### src/verilog/bie_params.svh
`ifndef BIE_PARAMS_SVH
`define BIE_PARAMS_SVH
// instruction word layout
`define BIE_IW_W          14
`define BIE_FIDX_W        7
`define BIE_BPOS_LSB      7
`define BIE_DEST_BIT      7
// opcode match values
`define BIE_OP_BITCLR     4'h4
`define BIE_OP_BITSET     4'h5
`define BIE_OP_BITTST     4'h6
`define BIE_OP_WCLR       14'h0103
`define BIE_OP_INV        6'h09
// reset values
`define BIE_W_RST         8'h00
`define BIE_WD_RST        8'h00
`define BIE_Z_RST         1'b0
`endif

### src/verilog/bie_pkg.sv
`default_nettype none
package bie_pkg;
    typedef enum logic [2:0] {
        BIE_K_NOP,
        BIE_K_BITCLR,
        BIE_K_BITSET,
        BIE_K_BITTST,
        BIE_K_WCLR,
        BIE_K_INV
    } bie_kind_type;
    typedef enum logic {
        BIE_S_RUN,
        BIE_S_FLUSH
    } bie_state_type;
endpackage
`default_nettype wire
### src/verilog/bie_dec_if.sv
`timescale 1ns/1ns
`default_nettype none
// decoded fields passed from the decoder to the executor
interface bie_dec_if;
    import bie_pkg::*;
    bie_kind_type kind;
    logic [6:0]   fidx;
    logic [2:0]   bpos;
    logic         dest;
    modport dec (output kind, fidx, bpos, dest);
    modport exe (input kind, fidx, bpos, dest);
endinterface
`default_nettype wire

### src/verilog/bie_decoder.sv
`timescale 1ns/1ns
`default_nettype none
`include "bie_params.svh"
module bie_decoder
    import bie_pkg::*;
(
    input  wire logic [13:0] instr,
    bie_dec_if.dec           dec
);
    // -----------------------------------------------------------------
    // field extraction and opcode match
    // -----------------------------------------------------------------
    assign dec.fidx = instr[`BIE_FIDX_W-1:0];
    assign dec.bpos = instr[`BIE_BPOS_LSB+2:`BIE_BPOS_LSB];
    assign dec.dest = instr[`BIE_DEST_BIT];

    // anything not matched decodes as nop, so unknown words never write
    always_comb begin
        dec.kind = BIE_K_NOP;
        if (instr[13:10] == `BIE_OP_BITCLR) begin
            dec.kind = BIE_K_BITCLR;
        end else if (instr[13:10] == `BIE_OP_BITSET) begin
            dec.kind = BIE_K_BITSET;
        end else if (instr[13:10] == `BIE_OP_BITTST) begin
            dec.kind = BIE_K_BITTST;
        end else if (instr == `BIE_OP_WCLR) begin
            dec.kind = BIE_K_WCLR;
        end else if (instr[13:8] == `BIE_OP_INV) begin
            dec.kind = BIE_K_INV;
        end
    end
endmodule
`default_nettype wire

### src/verilog/bie_exec.sv
// How it works
// - bit clear zeroes bit b of register f, other bits kept
// - bit set forces bit b of register f to one
// - bit test skips the next instruction only when the bit is zero
// - on skip the prefetched word is dropped and a nop runs instead
// - bit test takes one cycle, two when the skip is taken
// - accumulator clear loads zero and sets the zero flag, one cycle
// - invert complements register f into accumulator (d=0) or f (d=1), updates zero
`timescale 1ns/1ns
`default_nettype none
`include "bie_params.svh"
module bie_exec
    import bie_pkg::*;
(
    input  wire logic        clock,
    input  wire logic        rst_n,
    input  wire logic [13:0] instr,
    input  wire logic        instr_valid,
    output logic [6:0]       reg_addr,
    input  wire logic [7:0]  reg_rdata,
    output logic             reg_we,
    output logic [7:0]       reg_wdata,
    output logic [7:0]       acc_out,
    output logic             zero_flag,
    output logic             skip_taken,
    output logic             busy_flush
);
    // -----------------------------------------------------------------
    // decode
    // -----------------------------------------------------------------
    bie_dec_if dec_bus ();

    bie_decoder u_dec (
        .instr (instr),
        .dec   (dec_bus)
    );

    // -----------------------------------------------------------------
    // state and working values
    // -----------------------------------------------------------------
    bie_state_type state_r;
    bie_state_type state_nxt;
    bie_kind_type  kind;
    logic [7:0]    bit_mask;
    logic [7:0]    bit_clr_val;
    logic [7:0]    bit_set_val;
    logic [7:0]    inv_val;
    logic          inv_zero;
    logic          tested_bit;
    logic [7:0]    acc_r;
    logic          zero_r;
    logic [7:0]    wdata_r;
    logic [7:0]    wdata_nxt;
    logic          we_r;
    logic          we_nxt;

    // -----------------------------------------------------------------
    // slot qualification
    // -----------------------------------------------------------------
    // a flushed slot always executes as nop, whatever was fetched; fetch keeps
    // running during the skip, so the dropped word is squashed here
    // discard prefetched word
    assign kind = (state_r == BIE_S_FLUSH || !instr_valid) ? BIE_K_NOP : dec_bus.kind;

    // the file answers in the same cycle, so reads need no extra stage
    assign reg_addr = dec_bus.fidx;
    assign inv_val  = ~reg_rdata;
    assign inv_zero = (inv_val == 8'h00);

    // -----------------------------------------------------------------
    // per-bit select and read-modify-write
    // -----------------------------------------------------------------
    // one slice per data bit: only the selected position is altered, the
    // other seven carry the value read this cycle straight through
    for (genvar gi = 0; gi < 8; gi++) begin : g_bit
        assign bit_mask[gi]    = (dec_bus.bpos == 3'(gi));
        assign bit_clr_val[gi] = bit_mask[gi] ? 1'b0 : reg_rdata[gi];
        assign bit_set_val[gi] = bit_mask[gi] ? 1'b1 : reg_rdata[gi];
    end

    // the mask is one-hot, so the or of the masked byte is the tested bit
    assign tested_bit = |(reg_rdata & bit_mask);
    assign skip_taken = (kind == BIE_K_BITTST) && !tested_bit;
    assign busy_flush = (state_r == BIE_S_FLUSH);

    // -----------------------------------------------------------------
    // register write-back
    // -----------------------------------------------------------------
    // strobe and data are chosen here and registered below; the write lands
    // a cycle late and the file has no bypass, a limitation software must know
    always_comb begin
        we_nxt    = 1'b0;
        wdata_nxt = wdata_r;
        case (kind)
            BIE_K_BITCLR: begin
                we_nxt    = 1'b1;
                wdata_nxt = bit_clr_val;
            end
            BIE_K_BITSET: begin
                we_nxt    = 1'b1;
                wdata_nxt = bit_set_val;
            end
            BIE_K_INV: begin
                we_nxt    = dec_bus.dest;
                wdata_nxt = inv_val;
            end
            // bit test, accumulator clear and nop write nothing
            default: begin
                we_nxt    = 1'b0;
                wdata_nxt = wdata_r;
            end
        endcase
    end

    // write strobe: a single-cycle pulse per writing instruction
    always_ff @(posedge clock) begin
        if (!rst_n) begin
            we_r <= 1'b0;
        end else begin
            we_r <= we_nxt;
        end
    end

    // write data moves on each write and on invert with d=0, and holds for every other instruction
    always_ff @(posedge clock) begin
        if (!rst_n) begin
            wdata_r <= `BIE_WD_RST;
        end else begin
            wdata_r <= wdata_nxt;
        end
    end

    assign reg_we    = we_r;
    assign reg_wdata = wdata_r;

    // -----------------------------------------------------------------
    // accumulator and zero flag
    // -----------------------------------------------------------------
    // accumulator: only clear and invert with d=0 load it
    // flags untouched
    always_ff @(posedge clock) begin
        if (!rst_n) begin
            acc_r <= `BIE_W_RST;
        end else begin
            case (kind)
                BIE_K_WCLR: begin
                    acc_r <= 8'h00;
                end
                BIE_K_INV: begin
                    if (!dec_bus.dest) begin
                        acc_r <= inv_val;
                    end
                end
                default: begin
                    acc_r <= acc_r;
                end
            endcase
        end
    end

    // zero flag: bit operations and nop fall to the hold branch
    // flags untouched
    always_ff @(posedge clock) begin
        if (!rst_n) begin
            zero_r <= `BIE_Z_RST;
        end else begin
            case (kind)
                BIE_K_WCLR: begin
                    zero_r <= 1'b1;
                end
                BIE_K_INV: begin
                    zero_r <= inv_zero;
                end
                default: begin
                    zero_r <= zero_r;
                end
            endcase
        end
    end

    assign acc_out   = acc_r;
    assign zero_flag = zero_r;

    // -----------------------------------------------------------------
    // skip sequencing
    // -----------------------------------------------------------------
    // second cycle on skip
    always_comb begin
        state_nxt = state_r;
        case (state_r)
            BIE_S_RUN: begin
                if (skip_taken) begin
                    state_nxt = BIE_S_FLUSH;
                end
            end
            // the dropped slot lasts exactly one cycle, then execution resumes
            BIE_S_FLUSH: begin
                state_nxt = BIE_S_RUN;
            end
            default: begin
                state_nxt = BIE_S_RUN;
            end
        endcase
    end

    // state register; reset always returns to normal execution
    always_ff @(posedge clock) begin
        if (!rst_n) begin
            state_r <= BIE_S_RUN;
        end else begin
            state_r <= state_nxt;
        end
    end
endmodule
`default_nettype wire

### config.mk
export PLATFORM = sky130hd
export DESIGN_NAME = bie_exec
export DESIGN_NICKNAME = d
export VERILOG_FILES = /design/src/verilog/bie_pkg.sv /design/src/verilog/bie_dec_if.sv /design/src/verilog/bie_decoder.sv /design/src/verilog/bie_exec.sv
export VERILOG_INCLUDE_DIRS = /design/src /design/src/verilog
export SDC_FILE = /design/constraint.sdc
export NUM_CORES = 1
export LEC_CHECK = 0
export ABC_AREA = 1
export BUFFER_PORTS_ARGS = -buffer_cell sky130_fd_sc_hd__buf_4
export CAP_MARGIN = 15
export CELL_PAD_IN_SITES_DETAIL_PLACEMENT = 1
export CELL_PAD_IN_SITES_GLOBAL_PLACEMENT = 1
export CORE_MARGIN = 1
export CORE_UTILIZATION = 29
export CTS_CLUSTER_DIAMETER = 40
export DETAILED_ROUTE_END_ITERATION = 12
export PLACE_DENSITY_LB_ADDON = 0.1
export SKIP_CTS_REPAIR_TIMING = 1
export SLEW_MARGIN = 20
export SYNTH_ARGS = -nofsm -noshare
export SYNTH_HDL_FRONTEND = slang
export SYNTH_SLANG_ARGS = --single-unit
### constraint.sdc
create_clock -name clock -period 1.3 [get_ports clock]
set_input_delay 0.13 -clock clock [delete_from_list [all_inputs] [get_ports clock]]
set_output_delay 0.13 -clock clock [all_outputs]
set_load 0.02 [all_outputs]
==> results of run 1 <==
==> sequential cells by signal, summed over array words and instances, names as in the netlist <==
| register | flops |
|---|---|
| reg_wdata | 8 |
| acc_out | 8 |
| zero_flag | 1 |
| reg_we | 1 |
| busy_flush | 1 |
==> metal layers <==
layer,track usage (%),part of all wire (%)
met1,22.5,48
met2,30.7,47
met3,3.80,3.6
met4,5.11,1.3
met5,0,0
==> worst min-delay path by stage <==
stage               startpoint          to  depth (start not counted)
finish                   rst_n  acc_out[1]                          3
floorplan             instr[7]      reg_we                          2
global placement         rst_n  acc_out[1]                          3
detailed placement       rst_n  acc_out[4]                          3
global route             rst_n  acc_out[6]                          3
CTS                      rst_n  acc_out[4]                          3
==> layout make-up <==
cell class | count | area [µm²]
clock buffer | 3 | 41.3
clock inverter | 1 | 5.00
fill | 593 | 2350
inverter | 50 | 190
multi-input combinational | 154 | 823
sequential | 19 | 382
tap | 52 | 65.1
timing repair buffer | 78 | 622
==> cells in the final DEF (no fill, tap or decap) <==
cell type / n
dfxtp_2: 1
o22ai_1: 4
dfxtp_1: 18
nand3_4: 2
buf_6: 3
a21oi_1: 8
a21oi_4: 1
o21ai_4: 1
nand3_1: 30
nor3_1: 1
nand2_1: 51
nand2_2: 5
o21ai_0: 1
clkinv_2: 1
nand4_1: 9
buf_4: 73
nor2_2: 5
clkinv_1: 1
inv_1: 45
nand2_4: 3
a21oi_2: 2
nand3_2: 4
inv_4: 1
nor2_1: 22
nor4_1: 2
nor2_4: 3
clkbuf_8: 3
inv_2: 3
buf_12: 2
==> where the power goes <==
part | switching (mW) | internal [mW]
clock network | 0.216 | 0.214
registers | 0.00645 | 0.594
logic | 0.197 | 0.161
==> cells by family (layout without fill, tap and decap cells) <==
| family | count (synthesis) | after routing | synth area share (%) |
|---|---|---|---|
| flops | 19 | 19 | 27.4 |
| simple gates | 137 | 137 | 45.0 |
| buf+inv | 62 | 132 | 19.5 |
| compound gates | 17 | 17 | 8.10 |
==> metrics by stage <==
stage                     power, mW  utilization, %  setup TNS, ps  setup slack [ps]  cells
final                          1.39            47.6          -50.9             -48.2    357
after global routing           1.47            47.6           -681              -103    357
after CTS                      1.38            44.5          -1570              -267    352
after detailed placement      0.952            43.4          -2390              -190    348
after global placement        0.946            43.4          -1610              -153    348
after floorplan               0.793               -              0              14.6    235
==> critical path, delay by kind of cell (launching register included) <==
family / cells / cell delay (ps)
buf+inv: 4 / 390
flops: 1 / 330
simple gates: 3 / 220
==> flow_summary_export.csv, run 1 <==
group,metric,value,unit
clocking,cts_sinks,19,
drt,vias,1618,
timing,fin_ws,-48.2,ps
critical_path,cp-end-kind,"primary output",
synthesis,yosysUniqueCellTypes,24,
timing,worst_slew_pin_slew,351,ps
floorplan,initial_core_util,31.1,%
synthesis,postSynthCellCount,235,
synthesis,seq_area_frac_synth,27.4,%
synthesis,synthTopCellsByArea,"dfxtp_1 (27%), nand2_1 (15%), inv_1 (13%), nand3_1 (12%), nor2_1 (7.6%)",
timing,rsz0062_at_grt,"yes",
clocking,clk_pin_slew,80,ps
floorplan,die_h,71.2,µm
synthesis,ys_ff_latch,19,
floorplan,pin_count,52,
timing,setup_violations,2,
synthesis,syn-num-nets,260,
critical_path,crit_required,1170,ps
synthesis,synth-main-ff-cell,"dfxtp_1",
drt,drt_iter0_markers,47,
critical_path,rrSetupSlack,0,ps
timing,relSlewSlack,76.4,%
critical_path,critPathKind,"reg2out",
flow_run,max_cap_viol_count,0,
synthesis,synth_top_area_share,27.4,%
synthesis,yosysTopAreaCell,"dfxtp_1",
synthesis,avgSynthCellArea,5.92,µm²
critical_path,reg2reg_to,"reg_wdata[0]",
power_and_ir_drop,powerDensity,652,mW/mm²
final_layout,area_growth,53.1,%
clocking,cts-buffers-inserted,3,
grt,grt_usage,17.8,%
drt,firstDrtPassIters,8,
clocking,cts_buffer_depth,2,
final_layout,diodes,0,
clocking,clock_latency,270,ps
floorplan,dieArea,0.00507,mm²
floorplan,core,0.00447,mm²
synthesis,synth.most_common_cell,"nand2_1",
run_status,violations,"DRC, setup timing",
critical_path,endpoint,"skip_taken",
grt,grt_pass1_vias,1574,
grt,grt_pass1_wl,7140,µm
synthesis,ys_warn_count,0,
critical_path,rr_startpoint,"busy_flush",
synthesis,synth-edff-count,0,
floorplan,rows,24,
timing,final_max_slew_viol_count,0,
power_and_ir_drop,vdd_drop_max,0.504,mV
timing,fmax,742,MHz
run_status,outcome,"complete, but fails checks",
drt,antenna_left,0,
synthesis,syn-cell-area,0.00139,mm²
min_path,worst_hold_path_type,"in2reg",
timing,finalCriticalPeriod,1350,ps
place,portBuffers,51,
critical_path,critPathLaunchType,"flop",
drt,drc,3,
place,gp_congestion,0.797,
timing,period_share,104,%
timing,hold_violations,0,
timing,finClkSkew,11.4,ps
critical_path,critical_path_arrival,1220,ps
final_layout,stdcell_area,0.00213,mm²
place,place_hpwl,3460,µm
critical_path,reg2reg_depth,10,
synthesis,async_flop_share,0,%
drt,via_per_inst,4.53,
critical_path,worstPathCellList,"inv_2 -> nand2_4 -> inv_4 -> nand2_4 -> buf_6 -> nor2_4 -> buf_6",
timing,holdWs,162,ps
grt,antenna_found_initial,0,
final_layout,final_nets,331,
synthesis,netlist_top_cells_count,"nand2_1 (54), inv_1 (47), nand3_1 (33)",
drt,wl_per_cell,11.9,µm
place,placed_cell_area,0.00194,mm²
grt,grt_overflow,0,
critical_path,cpPeakStageDelay,330,ps
critical_path,cp_max_fo,4,
clocking,cts-root-buf,"clkbuf_8",
drt,finalWirelength,4230,µm
critical_path,cp_slowest_cell,"dfxtp_2",
power_and_ir_drop,p_leak,1.20,nW
final_layout,drive_above_1_share,37.0,%
clocking,htree_levels,1,
floorplan,dieWidth,71.2,µm
grt,grt_max_degree,17,
critical_path,critPathLaunch,"busy_flush",
clocking,cts_tree,"yes",
No activity file was read; power rests on OpenSTA's default activity.
==> inputs of run 2 (changes only) <==
--- a/config.mk
+++ b/config.mk
@@ -6,16 +6,16 @@
 export SDC_FILE = /design/constraint.sdc
 export NUM_CORES = 1
 export LEC_CHECK = 0
-export ABC_AREA = 1
 export BUFFER_PORTS_ARGS = -buffer_cell sky130_fd_sc_hd__buf_4
 export CAP_MARGIN = 15
 export CELL_PAD_IN_SITES_DETAIL_PLACEMENT = 1
 export CELL_PAD_IN_SITES_GLOBAL_PLACEMENT = 1
 export CORE_MARGIN = 1
-export CORE_UTILIZATION = 29
+export CORE_UTILIZATION = 30
 export CTS_CLUSTER_DIAMETER = 40
 export DETAILED_ROUTE_END_ITERATION = 12
 export PLACE_DENSITY_LB_ADDON = 0.1
+export REMOVE_ABC_BUFFERS = 1
 export SKIP_CTS_REPAIR_TIMING = 1
 export SLEW_MARGIN = 20
 export SYNTH_ARGS = -nofsm -noshare
==> flow_summary_export.csv, run 2 <==
group,metric,value,unit
power_and_ir_drop,p_leak,0.896,nW
grt,antenna_found_initial,0,
drt,drc,0,
clocking,clk_pin_slew,70,ps
timing,fmax,610,MHz
timing,setup_violations,18,
floorplan,die_h,63.1,µm
synthesis,synth.most_common_cell,"dfxtp_1",
final_layout,final_cell_mix,"buf_4 (78), dfxtp_1 (18), nand2_1 (11)",
drt,antenna_left,0,
floorplan,core,0.00344,mm²
drt,top_layer,"met4",
clocking,cts-buffers-inserted,3,
synthesis,ys_warn_count,0,
drt,vias,1186,
clocking,cts-root-buf,"clkbuf_8",
grt,grt_max_degree,13,
synthesis,avgSynthCellArea,9.56,µm²
final_layout,mostFrequentLayoutCell,"buf_4",
critical_path,endpoint,"acc_out[1]",
critical_path,rr_startpoint,"busy_flush",
synthesis,yosysTopAreaCell,"dfxtp_1",
timing,rsz0062_at_grt,"yes",
critical_path,critPathLaunchType,"flop",
critical_path,cp-end-kind,"flop",
synthesis,netlist_top_cells_count,"dfxtp_1 (19), o22ai_1 (15), nand2_1 (11)",
floorplan,dieArea,0.00398,mm²
final_layout,num-fill-cells,410,
critical_path,critical_path_arrival,1790,ps
floorplan,rows,21,
synthesis,ys_ff_latch,19,
critical_path,crit_required,1450,ps
synthesis,async_flop_share,0,%
synthesis,yosysUniqueCellTypes,39,
timing,period_share,126,%
timing,fin_ws,-340,ps
floorplan,initial_core_util,32.5,%
clocking,htree_levels,1,
place,gp_congestion,0.768,
drt,finalWirelength,3750,µm
timing,holdWs,206,ps
critical_path,reg2reg_depth,5,
final_layout,diodes,0,
critical_path,rrSetupSlack,-340,ps
place,placed_cell_area,0.00166,mm²
clocking,clock_latency,260,ps
timing,finClkSkew,2.61,ps
synthesis,synth_top_area_share,34.0,%
drt,wl_met3,154,µm
synthesis,synth-main-ff-cell,"dfxtp_1",
timing,hold_violations,0,
timing,final_max_slew_viol_count,0,
drt,firstDrtPassIters,3,
final_layout,drive_above_1_share,57.8,%
final_layout,fin_util,54.1,%
power_and_ir_drop,powerDensity,741,mW/mm²
timing,finalSetupTns,-5360,ps
drt,drt_iter0_markers,30,
synthesis,postSynthCellCount,117,
clocking,cts_buffer_depth,2,
final_layout,final_nets,213,
critical_path,cp_max_fo,8,
drt,wl_met1,1570,µm
synthesis,synthTopCellsByArea,"dfxtp_1 (34%), o22ai_1 (8.4%), mux2i_1 (6.3%), a21o_1 (4.7%), buf_4 (4.7%)",
timing,finalCriticalPeriod,1640,ps
grt,grt_pass1_wl,5690,µm
grt,grt_usage,18.6,%
floorplan,dieWidth,63.1,µm
power_and_ir_drop,vdd_drop_max,0.423,mV
min_path,worst_hold_path_type,"in2reg",
grt,grt_overflow,0,
run_status,violations,"setup timing",
place,portBuffers,51,
clocking,cts_sinks,19,
timing,worst_slew_pin_slew,455,ps
critical_path,reg2reg_to,"acc_out[1]",
synthesis,synth-edff-count,0,
run_status,outcome,"complete, but fails checks",
final_layout,final_cells,233,
grt,grt_pass1_vias,1199,
drt,wl_met2,1990,µm
min_path,worstHoldPathCells,3,
place,dp_cells,226,
critical_path,critPathLaunch,"busy_flush",
clocking,cts_tree,"yes",
final_layout,stdcell_area,0.00186,mm²
floorplan,pin_count,52,
synthesis,seq_area_frac_synth,34.0,%
drt,wl_per_cell,16.1,µm
final_layout,area_growth,66.6,%
drt,via_per_inst,5.09,
place,place_hpwl,2830,µm
timing,relSlewSlack,69.3,%
synthesis,syn-cell-area,0.00112,mm²
flow_run,max_cap_viol_count,0,
critical_path,critPathKind,"reg2reg",
run 2: cell count changes in the layout (fill, tap and decap cells not counted), moves of 9 or more:
cell	delta
inv_1	-45
nand2_1	-40
nand3_1	-29
nor2_1	-18
o22ai_2	+9
run 2: area by class of cell:
| cell class | instances | area, µm² | area share [%] |
|---|---|---|---|
| inverter | 1 | 17.5 | 0.940 |
| sequential | 19 | 382 | 20.5 |
| clock buffer | 4 | 45.0 | 2.42 |
| multi-input combinational | 82 | 729 | 39.2 |
| timing repair buffer | 81 | 632 | 33.9 |
| tap | 46 | 57.6 | 3.09 |
run 2: per-stage QoR:
step           power [mW]  worst slack [ps]
2_1_floorplan       0.720              -516
3_3_place_gp        0.942              -459
3_5_place_dp        0.947              -521
4_1_cts              1.37              -537
5_1_grt              1.45              -399
6_report             1.38              -340
run 2: power by group:
| part | leakage, nW | switching (mW) | internal (mW) | total (mW) |
|---|---|---|---|---|
| sequential | 0.154 | 0.00545 | 0.593 | 0.598 |
| clock | 0.0228 | 0.203 | 0.218 | 0.421 |
| combinational | 0.719 | 0.170 | 0.191 | 0.361 |
run 2: critical path, cell delays in order (launching register included):
cell	delay [ps]
dfxtp_2	320
or3b_4	380
or4_4	450
nor3_4	160
buf_12	150
o22ai_1	80
run 2: worst min-delay path by stage:
stage | from | to
floorplan | reg_rdata[1] | acc_out[1]
global placement | reg_wdata[3] | reg_wdata[3]
detailed placement | reg_wdata[6] | reg_wdata[6]
CTS | reg_rdata[1] | acc_out[1]
global route | reg_rdata[6] | acc_out[6]
finish | reg_rdata[5] | acc_out[5]
run 2: cell families after synthesis:
logic type	share of synthesized area, %
buf+inv	10.4
simple gates	25.4
mux	13.0
flops	34.0
compound gates	17.2
run 2: layer usage:
| metal | global-route usage [%] | up-vias |
|---|---|---|
| met2 | 34.8 | 34 |
| met4 | 6.10 | 0 |
| met1 | 21.2 | 579 |
| met5 | 0 | - |
| met3 | 2.72 | 4 |
| li1 | - | 569 |
==> inputs of run 3 (changes only) <==
--- a/config.mk
+++ b/config.mk
@@ -11,7 +11,7 @@
 export CELL_PAD_IN_SITES_DETAIL_PLACEMENT = 1
 export CELL_PAD_IN_SITES_GLOBAL_PLACEMENT = 1
 export CORE_MARGIN = 1
-export CORE_UTILIZATION = 30
+export CORE_UTILIZATION = 31
 export CTS_CLUSTER_DIAMETER = 40
 export DETAILED_ROUTE_END_ITERATION = 12
 export PLACE_DENSITY_LB_ADDON = 0.1
@@ -20,4 +20,5 @@
 export SLEW_MARGIN = 20
 export SYNTH_ARGS = -nofsm -noshare
 export SYNTH_HDL_FRONTEND = slang
+export SYNTH_HIERARCHICAL = 1
 export SYNTH_SLANG_ARGS = --single-unit
==> flow_summary_export.csv, run 3 <==
group,metric,value,unit
clocking,htree_levels,1,
synthesis,postSynthCellCount,154,
synthesis,synth_top_area_share,29.6,%
synthesis,ys_warn_count,6,
clocking,cts_sinks,19,
timing,rsz0062_at_grt,"yes",
synthesis,yosysTopAreaCell,"dfxtp_1",
synthesis,seq_area_frac_synth,29.6,%
power_and_ir_drop,p_leak,0.865,nW
final_layout,final_cell_mix,"buf_4 (67), dfxtp_1 (19), nand2_1 (9)",
timing,finClkSkew,2.50,ps
critical_path,crit_required,1460,ps
critical_path,cp_max_fo,8,
critical_path,critPathKind,"in2reg",
clocking,clk_pin_slew,80,ps
floorplan,rows,23,
synthesis,async_flop_share,0,%
place,placed_cell_area,0.00176,mm²
place,gp_congestion,0.732,
drt,firstDrtPassIters,4,
grt,grt_max_degree,20,
critical_path,path_common_cell,"buf_6",
clocking,cts-buffers-inserted,3,
min_path,worst_hold_path_type,"in2reg",
synthesis,synth_top_family_by_area,"simple AND/OR/NAND/NOR gates",
floorplan,dieWidth,66.4,µm
final_layout,area_growth,53.5,%
grt,antenna_found_initial,0,
synthesis,avgSynthCellArea,8.35,µm²
critical_path,critical_path_arrival,1750,ps
synthesis,synth-main-ff-cell,"dfxtp_1",
synthesis,synth.area.mux_share,3.11,%
critical_path,cpPeakStageDelay,270,ps
drt,wl_per_cell,16.6,µm
drt,via_per_inst,5.35,
floorplan,core,0.00400,mm²
drt,vias,1401,
drt,drc,0,
synthesis,synthTopCellsByArea,"dfxtp_1 (30%), buf_4 (8.2%), o2bb2ai_1 (5.4%), and2_1 (3.9%), a21oi_1 (3.5%)",
final_layout,final_nets,238,
run_status,outcome,"complete, but fails checks",
flow_run,max_cap_viol_count,0,
critical_path,cp-end-kind,"flop",
timing,fmax,630,MHz
synthesis,synth.most_common_cell,"dfxtp_1",
synthesis,netlist_top_cells_count,"dfxtp_1 (19), buf_4 (14), a21oi_1 (9), nand2_1 (9)",
timing,setup_violations,19,
synthesis,syn-cell-area,0.00129,mm²
timing,relSlewSlack,67.0,%
timing,finalCriticalPeriod,1590,ps
timing,fin_ws,-288,ps
timing,worst_slew_pin_slew,493,ps
critical_path,worstPathCellList,"buf_6 -> nor4_2 -> a41oi_1 -> nor3_1 -> buf_4 -> buf_6 -> and4bb_2 -> nand2_4 -> o2bb2ai_1 -> and2_1",
synthesis,synthAdderAreaFrac,0,%
grt,grt_pass1_wl,6760,µm
timing,final_max_slew_viol_count,0,
floorplan,initial_core_util,32.2,%
drt,antenna_left,0,
power_and_ir_drop,vdd_drop_max,0.475,mV
timing,holdWs,179,ps
final_layout,mostFrequentLayoutCell,"buf_4",
floorplan,pin_count,52,
power_and_ir_drop,powerDensity,741,mW/mm²
floorplan,die_h,66.4,µm
clocking,clock_latency,260,ps
final_layout,drive_above_1_share,49.1,%
synthesis,ys_ff_latch,19,
critical_path,cp_slowest_cell,"and4bb_2",
clocking,cts-root-buf,"clkbuf_8",
clocking,cts_buffer_depth,2,
place,dp_cells,255,
place,place_hpwl,3170,µm
final_layout,final_cells,262,
final_layout,num-fill-cells,483,
critical_path,critPathLaunchType,"input pin",
synthesis,synth_simple_gate_area_share,30.2,%
final_layout,diodes,0,
synthesis,synth_xor_area_share,0.681,%
final_layout,fin_util,49.4,%
synthesis,synth-compound-area-share,24.5,%
timing,period_share,122,%
grt,grt_overflow,0,
drt,drt_iter0_markers,18,
synthesis,yosysUniqueCellTypes,44,
grt,grt_pass1_vias,1441,
place,portBuffers,51,
drt,finalWirelength,4350,µm
clocking,cts_tree,"yes",
synthesis,synth-edff-count,0,
run_status,violations,"setup timing",
final_layout,stdcell_area,0.00197,mm²
floorplan,dieArea,0.00441,mm²
timing,hold_violations,0,
grt,grt_usage,20.4,%
==> run 3: cell types whose count changed after synthesis, sizes merged, moves of 6 or more <==
cell | previous run | this run
o2bb2ai | 0 | 8
and2 | 0 | 8
inv | 0 | 8
a21o | 7 | 1
buf | 11 | 17
a21oi | 1 | 9
o22ai | 15 | 1
==> run 3: cell type report <==
class	instances	area, µm²	area share [%]
Inverter	8	30.0	1.52
Timing Repair Buffer	72	568	28.8
Sequential cell	19	380	19.3
Multi-Input combinational cell	109	887	44.9
Clock buffer	3	41.3	2.09
Tap cell	50	62.6	3.17
Clock inverter	1	5.00	0.253
==> run 3: logic make-up after synthesis <==
kind of cell	after synthesis
buffers and inverters	26
DFF	19
and+or+nand+nor	61
xor gates and xnor gates	1
muxes	4
AOI/OAI and AO/OA	43
==> run 3: worst max-delay path, delay by kind of cell <==
| kind | cells | cell delay [ps] |
|---|---|---|
| compound gates | 2 | 280 |
| simple gates | 5 | 990 |
| buf+inv | 3 | 350 |
==> run 3: final timing paths <==
kind / start / to / slack (ps) / cells past startpoint
setup reg to reg: busy_flush / acc_out[1] / -40 / 5
hold reg to reg: reg_wdata[3] / reg_wdata[3] / 530 / 2
setup / recovery: instr[6] / acc_out[1] / -290 / 10
hold / removal: reg_rdata[7] / reg_wdata[7] / 180 / 3
==> run 3: where the power goes <==
group          internal, mW  switching (mW)  total [mW]  leakage [nW]
logic                 0.195           0.216       0.411         0.685
registers             0.599          0.0120       0.611         0.154
clock network         0.214           0.228       0.442        0.0255
==> run 3: per-layer routing <==
layer / up-vias / track usage, % / share of wire (%) / wire length, µm
li1: 675 / - / - / -
met2: 45 / 37.9 / 52 / 2240
met1: 676 / 24.0 / 42 / 1850
met3: 5 / 2.93 / 5.1 / 223
met4: 0 / 5.59 / 0.83 / 36
met5: - / 0 / 0 / 0
==> run 3: through the flow <==
| step | power [mW] | setup slack [ps] | TNS [ps] |
|---|---|---|---|
| 2_1_floorplan | 0.762 | -970 | -16990 |
| 3_3_place_gp | 0.987 | -496 | -8130 |
| 3_5_place_dp | 1.00 | -541 | -8700 |
| 4_1_cts | 1.44 | -422 | -3640 |
| 5_1_grt | 1.53 | -373 | -6130 |
| 6_report | 1.46 | -288 | -4400 |
